**src/lbr_consts.svh**
```systemverilog
/*
  Constants for the logic block output routing and clocking block:
  register offsets, field positions, reset values and fixed sizes.
  Assumes it is included by its bare name and only holds definitions.
*/
`ifndef LBR_CONSTS_SVH
`define LBR_CONSTS_SVH

`define LBR_NUM_MC          16
`define LBR_NUM_IO          8
`define LBR_NUM_BCLK        4
`define LBR_ADDR_W          8
`define LBR_DATA_W          16

`define LBR_CTRL_OFS        8'h00
`define LBR_CLKSEL_OFS      8'h04
`define LBR_STATUS_OFS      8'h08
`define LBR_ISM_OFS         8'h0C
`define LBR_IOCFG_BASE      8'h20
`define LBR_IOCFG_PAGE      3'h1

`define LBR_CTRL_ONE2ONE    0
`define LBR_CTRL_TWOPIN     1
`define LBR_CLK_CFG_W       2
`define LBR_IOCFG_W         6
`define LBR_ISM_SEL_W       2

`define LBR_CTRL_RST        2'h0
`define LBR_CLKSEL_RST      8'h00
`define LBR_IOCFG_RST       6'h00
`define LBR_ISM_RST         16'h0000

`endif

```
**src/lbr_pkg.sv**
```systemverilog
/*
  Types for the logic block output routing and clocking block.
  Assumes lbr_consts.svh is on the include path.
*/
`default_nettype none
`include "lbr_consts.svh"

package lbr_pkg;

  // software command port, one strobe per cycle
  typedef struct packed {
    logic [`LBR_ADDR_W-1:0] addr;
    logic [`LBR_DATA_W-1:0] wdata;
    logic                   wr;
    logic                   rd;
  } lbr_bus_req_t;

  // per block clock: pick one of two global clocks, optionally inverted
  typedef struct packed {
    logic inv;
    logic src;
  } lbr_clk_cfg_t;

  // per I/O cell: driver choice, storage kind, storage clock choice
  typedef struct packed {
    logic [1:0] clk_sel;
    logic       latch;
    logic [2:0] sel;
  } lbr_io_cfg_t;

endpackage : lbr_pkg

`default_nettype wire

```
**src/lbr_block.sv**
```systemverilog
/*
  Output switch matrix, I/O cells, input switch matrix lanes and block
  clock generator of one programmable logic block, with a config port.
  Assumes every input is synchronous to clock; global clock pins are
  sampled as plain levels, so block clocks run far below 25 MHz.
*/
// Our own choices: the address-and-strobe port and the register addresses.
`default_nettype none
`include "lbr_consts.svh"

module lbr_block (
  input  wire logic                         clock,
  input  wire logic                         sys_rst,
  input  wire lbr_pkg::lbr_bus_req_t        bus_req,
  output var  logic [`LBR_DATA_W-1:0]       rd_data,
  input  wire logic [`LBR_NUM_MC-1:0]       mc_out,
  input  wire logic [`LBR_NUM_IO-1:0]       oe_term,
  input  wire logic [`LBR_NUM_IO-1:0]       pin_in,
  input  wire logic                         global_clock_pin_0,
  input  wire logic                         global_clock_pin_1,
  input  wire logic                         global_clock_pin_2,
  input  wire logic                         global_clock_pin_3,
  input  wire logic                         async_reset_term,
  input  wire logic                         async_preset_term,
  output var  logic [`LBR_NUM_IO-1:0]       pin_out,
  output var  logic [`LBR_NUM_IO-1:0]       pin_oe,
  output var  logic [`LBR_NUM_IO-1:0]       fb_direct,
  output var  logic [`LBR_NUM_IO-1:0]       fb_stored,
  output var  logic [`LBR_NUM_IO-1:0]       csm_lane,
  output var  logic                         block_clock_0,
  output var  logic                         block_clock_1,
  output var  logic                         block_clock_2,
  output var  logic                         block_clock_3
);
  import lbr_pkg::*;

  logic                            one_to_one_ff;
  logic                            nxt_one_to_one;
  logic                            two_pin_ff;
  logic                            nxt_two_pin;
  lbr_clk_cfg_t [`LBR_NUM_BCLK-1:0] clk_cfg_ff;
  lbr_clk_cfg_t [`LBR_NUM_BCLK-1:0] nxt_clk_cfg;
  lbr_io_cfg_t  [`LBR_NUM_IO-1:0]   io_cfg_ff;
  lbr_io_cfg_t  [`LBR_NUM_IO-1:0]   nxt_io_cfg;
  logic [`LBR_DATA_W-1:0]          ism_sel_ff;
  logic [`LBR_DATA_W-1:0]          nxt_ism_sel;
  logic [`LBR_DATA_W-1:0]          rd_data_ff;
  logic [`LBR_DATA_W-1:0]          nxt_rd_data;
  logic [`LBR_NUM_BCLK-1:0]        bclk_ff;
  logic [`LBR_NUM_BCLK-1:0]        nxt_bclk;
  logic [`LBR_NUM_BCLK-1:0]        bclk_prev_ff;
  logic [`LBR_NUM_BCLK-1:0]        gclk;
  logic [`LBR_NUM_IO-1:0]          pin_out_ff;
  logic [`LBR_NUM_IO-1:0]          nxt_pin_out;
  logic [`LBR_NUM_IO-1:0]          pin_oe_ff;
  logic [`LBR_NUM_IO-1:0]          fb_direct_ff;
  logic [`LBR_NUM_IO-1:0]          store_ff;
  logic [`LBR_NUM_IO-1:0]          nxt_store;
  logic [`LBR_NUM_IO-1:0]          lane_ff;
  logic [`LBR_NUM_IO-1:0]          nxt_lane;
  logic [3:0]                      mc_idx [`LBR_NUM_IO];
  logic                            iocfg_hit;

  assign iocfg_hit = (bus_req.addr[7:5] == `LBR_IOCFG_PAGE) && (bus_req.addr[1:0] == 2'h0);

  // configuration registers and read port
  always_comb begin
    nxt_one_to_one = one_to_one_ff;
    nxt_two_pin    = two_pin_ff;
    nxt_clk_cfg    = clk_cfg_ff;
    nxt_io_cfg     = io_cfg_ff;
    nxt_ism_sel    = ism_sel_ff;
    nxt_rd_data    = '0;
    if (bus_req.wr) begin
      if (bus_req.addr == `LBR_CTRL_OFS) begin
        nxt_one_to_one = bus_req.wdata[`LBR_CTRL_ONE2ONE];
        nxt_two_pin    = bus_req.wdata[`LBR_CTRL_TWOPIN];
      end else if (bus_req.addr == `LBR_CLKSEL_OFS) begin
        nxt_clk_cfg = bus_req.wdata[`LBR_NUM_BCLK*`LBR_CLK_CFG_W-1:0];
      end else if (bus_req.addr == `LBR_ISM_OFS) begin
        nxt_ism_sel = bus_req.wdata;
      end else if (iocfg_hit) begin
        nxt_io_cfg[bus_req.addr[4:2]] = lbr_io_cfg_t'(bus_req.wdata[`LBR_IOCFG_W-1:0]);
      end
    end
    if (bus_req.rd) begin
      if (bus_req.addr == `LBR_CTRL_OFS) begin
        nxt_rd_data = {14'h0000, two_pin_ff, one_to_one_ff};
      end else if (bus_req.addr == `LBR_CLKSEL_OFS) begin
        nxt_rd_data = {8'h00, clk_cfg_ff};
      end else if (bus_req.addr == `LBR_STATUS_OFS) begin
        nxt_rd_data = {store_ff, fb_direct_ff};
      end else if (bus_req.addr == `LBR_ISM_OFS) begin
        nxt_rd_data = ism_sel_ff;
      end else if (iocfg_hit) begin
        nxt_rd_data = {10'h000, io_cfg_ff[bus_req.addr[4:2]]};
      end
    end
  end

  always_ff @(posedge clock) begin
    if (sys_rst) begin
      {two_pin_ff, one_to_one_ff} <= `LBR_CTRL_RST;
      clk_cfg_ff    <= `LBR_CLKSEL_RST;
      io_cfg_ff     <= {`LBR_NUM_IO{`LBR_IOCFG_RST}};
      ism_sel_ff    <= `LBR_ISM_RST;
      rd_data_ff    <= '0;
    end else begin
      one_to_one_ff <= nxt_one_to_one;
      two_pin_ff    <= nxt_two_pin;
      clk_cfg_ff    <= nxt_clk_cfg;
      io_cfg_ff     <= nxt_io_cfg;
      ism_sel_ff    <= nxt_ism_sel;
      rd_data_ff    <= nxt_rd_data;
    end
  end

  // missing pins follow 0 and 1
  always_comb begin
    gclk[0] = global_clock_pin_0;
    gclk[1] = global_clock_pin_1;
    gclk[2] = two_pin_ff ? global_clock_pin_0 : global_clock_pin_2;
    gclk[3] = two_pin_ff ? global_clock_pin_1 : global_clock_pin_3;
  end

  genvar k;
  generate
    for (k = 0; k < `LBR_NUM_BCLK; k++) begin : g_bclk
      always_comb begin
        nxt_bclk[k] = (clk_cfg_ff[k].src ? gclk[(k/2)*2+1] : gclk[(k/2)*2]) ^ clk_cfg_ff[k].inv;
      end
    end
  endgenerate

  always_ff @(posedge clock) begin
    if (sys_rst) begin
      bclk_ff      <= '0;
      bclk_prev_ff <= '0;
    end else begin
      bclk_ff      <= nxt_bclk;
      bclk_prev_ff <= bclk_ff;
    end
  end

  genvar c;
  generate
    for (c = 0; c < `LBR_NUM_IO; c++) begin : g_cell
      logic [2:0] pair;
      logic       sclk;
      logic       srise;
      always_comb begin
        // one driver per cell, pairs c..c+3
        pair = 3'(c) + {1'b0, io_cfg_ff[c].sel[2:1]};
        // whole group of eight in 1:1 mode
        mc_idx[c] = one_to_one_ff ? {1'b0, io_cfg_ff[c].sel} : {pair, io_cfg_ff[c].sel[0]};
        nxt_pin_out[c] = mc_out[mc_idx[c]];
        sclk  = bclk_ff[io_cfg_ff[c].clk_sel];
        srise = sclk & ~bclk_prev_ff[io_cfg_ff[c].clk_sel];
        nxt_store[c] = store_ff[c];
        if (one_to_one_ff) begin
          nxt_store[c] = 1'b0;
        end else if (io_cfg_ff[c].latch) begin
          if (!sclk) begin
            nxt_store[c] = pin_in[c];
          end
        end else if (async_reset_term) begin
          // reset wins when both terms are high
          nxt_store[c] = 1'b0;
        end else if (async_preset_term) begin
          nxt_store[c] = 1'b1;
        end else if (srise) begin
          nxt_store[c] = pin_in[c];
        end
        // each lane picks one of four feedbacks
        unique case (ism_sel_ff[c*2 +: 2])
          2'h0: nxt_lane[c] = fb_direct_ff[c];
          2'h1: nxt_lane[c] = store_ff[c];
          2'h2: nxt_lane[c] = fb_direct_ff[(c+1)%`LBR_NUM_IO];
          2'h3: nxt_lane[c] = store_ff[(c+1)%`LBR_NUM_IO];
        endcase
      end
    end
  endgenerate

  always_ff @(posedge clock) begin
    if (sys_rst) begin
      pin_out_ff   <= '0;
      pin_oe_ff    <= '0;
      fb_direct_ff <= '0;
      store_ff     <= '0;
      lane_ff      <= '0;
    end else begin
      pin_out_ff   <= nxt_pin_out;
      // per-cell enable, pin always fed back
      pin_oe_ff    <= oe_term;
      fb_direct_ff <= pin_in;
      store_ff     <= nxt_store;
      lane_ff      <= nxt_lane;
    end
  end

  assign rd_data       = rd_data_ff;
  assign pin_out       = pin_out_ff;
  assign pin_oe        = pin_oe_ff;
  assign fb_direct     = fb_direct_ff;
  assign fb_stored     = store_ff;
  assign csm_lane      = lane_ff;
  assign block_clock_0 = bclk_ff[0];
  assign block_clock_1 = bclk_ff[1];
  assign block_clock_2 = bclk_ff[2];
  assign block_clock_3 = bclk_ff[3];

  generate
    for (c = 0; c < `LBR_NUM_IO; c++) begin : g_chk

    end
  endgenerate
endmodule : lbr_block

`default_nettype wire

```
**config.mk**
```make
export PLATFORM = sky130hd
export DESIGN_NAME = lbr_block
export DESIGN_NICKNAME = d
export VERILOG_FILES = /design/src/lbr_pkg.sv /design/src/lbr_block.sv
export VERILOG_INCLUDE_DIRS = /design/src
export SDC_FILE = /design/constraint.sdc
export NUM_CORES = 1
export LEC_CHECK = 0
export BUFFER_PORTS_ARGS = -buffer_cell sky130_fd_sc_hd__buf_2
export CORE_MARGIN = 10
export CORE_UTILIZATION = 45
export DETAILED_ROUTE_END_ITERATION = 8
export HOLD_SLACK_MARGIN = 0.08
export MAX_ROUTING_LAYER = met4
export PLACE_DENSITY_LB_ADDON = 0.05
export SYNTH_ARGS = -nofsm -noshare
export SYNTH_HDL_FRONTEND = slang
export SYNTH_SLANG_ARGS = --single-unit
```
**constraint.sdc**
```tcl
create_clock -name clock -period 2.52 [get_ports clock]
set_clock_uncertainty 0.2 [all_clocks]
set_input_delay 0.756 -clock clock [delete_from_list [all_inputs] [get_ports clock]]
set_output_delay 0.756 -clock clock [all_outputs]
set_load 0.02 [all_outputs]
```
==> results by group <==
Status
  – Outcome: finished, final reports clean

Clock network
  – Longest Clk Path Bufs: 2
  – Post-CTS setup buffer count: 0
  – Worst skew pair latency: 420 ps
  – CTS tree: built
  – Clk sinks: 138
  – Worst-path clk slew: 70 ps
  – CTS Buf Count: 17
  – Root buf cell: clkbuf_16
  – Hold-fix buffers at CTS: 0
  – H-tree Lvls: 4
  – Post_cts resized: 0

Place
  – Port Buffers: 125
  – HPWL Detailed: 16400 µm
  – Final Wtd Congestion: 0.882
  – Dpl cells: 982

Synthesis
  – Avg Inst Size Synth: 11.2 µm²
  – Synth Area in Simple Gates: 0.139
  – Yosys cell types: 44
  – Warnings from Yosys: 0
  – Synth Area in XOR/XNOR: 0.0117
  – Mux cell area share after synthesis: 0.386
  – Synth Net Count: 719
  – Synth Flop Type: dfxtp_1
  – Yosys reg bits: 138
  – Share of flip-flops with an asynchronous set or reset: 0
  – Synth Area in Compound Gates: 0.0407
  – Post-Synth Adder-Cell Area: 0.0103
  – Largest family of logic cells by synthesized area: multiplexers
  – Register area share after synthesis: 0.380
  – EDFF count, synth: 0
  – Synthesized cell area: 7280 µm²
  – Synthesized instance count: 647

Flow run
  – Max_cap viols: 0

Timing
  – Minimum clock period: 2260 ps
  – TNS Setup: 0 ps
  – Fin crit share: 0.898
  – Worst slew margin: 0.585
  – Worst slew pin tran: 620 ps
  – Max Slew Vio Count: 0
  – Final Hold Vio Count: 0
  – Fmax: 0.442 GHz
  – RSZ-0062 raised after global routing: no
  – Final setup viols: 0

Floorplan
  – Chip width: 147 µm
  – Die area: 21700 µm²
  – Core Box Area: 15900 µm²
  – Starting Density: 0.458
  – Chip height: 147 µm
  – I/O pin total: 126
  – Placement row count: 46

Drt
  – DRT iter0 DRCs: 524
  – Via count: 5859
  – Final ANT Viol Nets: 0
  – Post-DR wirelength/cell: 21.8 µm
  – DR pass1 iterations: 5
  – Routed vias/inst: 5.78
  – Post-Route WL: 22100 µm
  – DR DRC count: 0

Setup path
  – Depth of the most critical reg-to-reg path: 5
  – Worst Setup SP: one_to_one_ff
  – Crit Reg-Reg Endpoint: pin_out[6]
  – Crit Path Max Fanout: 4
  – Setup crit end kind: flip-flop
  – Data required time of the worst path: 2620 ps
  – R2r startpoint: one_to_one_ff
  – Crit-path cells: clkinv_1, ha_1, mux4_2, mux4_2, nor2b_1
  – Crit Path Category: reg -> reg
  – Critical path data arrival time: 2360 ps
  – Reg-to-reg slack, setup: 260 ps
  – Startpoint types: flip-flop
  – Cell mode on critical path: mux4_2
  – Slowest CP cell: mux4_2
  – CP peak stage delay: 500 ps
  – Crit path to: pin_out[6]

Finish
  – Area Growth Syn to Fin: 22.3%
  – Non-filler cells, final: 1014
  – Fillers: 1441
  – Antenna diodes: 0
  – Util after Layout: 0.560
  – Share of layout cells above drive strength 1: 0.347
  – Final #Nets: 857

Global routing
  – Grt ovf: 0
  – Initial antenna violation count: 0
  – Vias in the first global route: 6043
  – First-pass GRT wire length: 35000 µm
  – Pin count of the biggest net entering global routing: 68
  – Total track usage: 0.209

Power
  – Clock share of power: 0.468
  – Peak VDD IR: 0.460 mV
  – Share of power burned in registers: 0.435
  – Sw frac: 0.262
  – P per Cell Area: 587 nW/µm²
  – Cell internal pwr: 3850 µW
  – Combinational share of power: 0.097
  – Leak Pwr: 0.00395 µW
  – Psw: 1370 µW

Worst hold path
  – Hold Crit Start: ism_sel_ff[4]
  – Hold crit path type: reg -> reg
per-layer routing:
| layer | vias up | global-route usage | routed length (µm) |
|---|---|---|---|
| li1 | 2680 | - | - |
| met1 | 2933 | 0.271 | 9880 |
| met2 | 227 | 0.325 | 10500 |
| met3 | 19 | 0.0445 | 1400 |
| met4 | 0 | 0.0580 | 239 |
| met5 | - | - | 0 |
Yosys cell counts, types with 7 or more instances:
master / count / area, µm²
a22oi_1: 8 / 60.1
buf_2: 11 / 55.1
clkbuf_1: 28 / 105
dfxtp_1: 138 / 2760
inv_1: 17 / 63.8
mux2_2: 13 / 146
mux2i_1: 120 / 1200
mux4_2: 65 / 1460
nand2_1: 10 / 37.5
nand2b_1: 7 / 43.8
nand4_1: 11 / 68.8
nor2_1: 104 / 390
nor2b_1: 32 / 200
o22ai_1: 10 / 62.6
state kept, by name, summed over array words and instances (netlist names):
| register | cells |
|---|---|
| io_cfg_ff | 48 |
| pin_oe | 8 |
| one_to_one_ff | 1 |
| clk_cfg_ff | 8 |
| pin_out | 8 |
| ism_sel_ff | 16 |
| fb_stored | 8 |
| csm_lane | 8 |
| bclk_ff | 4 |
| bclk_prev_ff | 4 |
| rd_data | 16 |
| fb_direct | 8 |
| two_pin_ff | 1 |
final cells by class:
type,instances,area (µm²),area share
clock inverter,13,134,0.0150
timing repair buffer,160,941,0.106
clock buffer,19,443,0.0498
sequential,138,2760,0.310
inverter,18,67.6,0.00759
multi-input combinational,450,4280,0.481
tap,216,270,0.0304
how the worst min path moves through the flow:
stage | slack (ps) | depth (start not counted) | endpoint
3_3_place_gp | 310 | 2 | ism_sel_ff[4]
4_1_cts | 330 | 2 | pin_oe[0]
6_report | 340 | 2 | ism_sel_ff[4]
2_1_floorplan | 280 | 2 | io_cfg_ff[20]
5_1_grt | 330 | 2 | pin_oe[0]
3_5_place_dp | 330 | 2 | ism_sel_ff[4]
cell families (layout without fill, tap and decap cells):
family	Yosys count	after routing
flip-flops	138	138
AO/OA/AOI/OAI	41	41
adder cells (fa/ha/maj)	6	6
buffers and inverters	59	210
XOR/XNOR	8	8
AND/OR/NAND/NOR	197	197
multiplexers	198	198
worst max-delay path: cells and delay by family, from the launching register on:
family,cells,cell delay (ps)
AND/OR/NAND/NOR,1,150
flip-flops,1,350
multiplexers,2,810
adder cells (fa/ha/maj),1,430
buffers and inverters,1,190
cells in the final DEF (no fill, tap or decap), drive strengths merged, types with 2 or more instances in the layout:
cell type / n
nand3: 6
mux4: 65
a22oi: 8
nand2b: 7
mux2: 13
nor4: 3
clkinvlp: 2
and3: 6
and2: 2
o31ai: 2
nand4b: 3
inv: 23
ha: 6
or2: 2
a21o: 2
or3: 2
nor2: 104
o21bai: 2
clkbuf: 19
o221ai: 4
nor2b: 32
mux2i: 120
dfxtp: 138
nand2: 10
nor4b: 2
a21oi: 5
xor2: 4
o2111ai: 4
nand4: 11
o22ai: 10
or4: 4
clkinv: 5
xnor2: 4
buf: 160
power groups by stage:
| stage | registers (µW) | clock network [µW] | logic, µW |
|---|---|---|---|
| 4_1_cts | 2270 | 2490 | 506 |
| 3_3_place_gp | 2320 | 0 | 498 |
| 2_1_floorplan | 2350 | 0 | 248 |
| 5_1_grt | 2280 | 2600 | 544 |
| 6_report | 2270 | 2440 | 506 |
| 3_5_place_dp | 2320 | 0 | 504 |
through the flow:
| step | hold slack (ps) | total power (µW) | cell area (µm²) | setup WS (ps) |
|---|---|---|---|---|
| 6_report | 343 | 5220 | 8900 | 256 |
| 3_5_place_dp | 328 | 2820 | 8320 | -130 |
| 2_1_floorplan | 278 | 2590 | 7280 | 22.4 |
| 5_1_grt | 329 | 5420 | 8900 | 152 |
| 3_3_place_gp | 307 | 2820 | 8320 | -107 |
| 4_1_cts | 331 | 5270 | 8900 | 265 |
No activity file was read; power rests on OpenSTA's default activity.
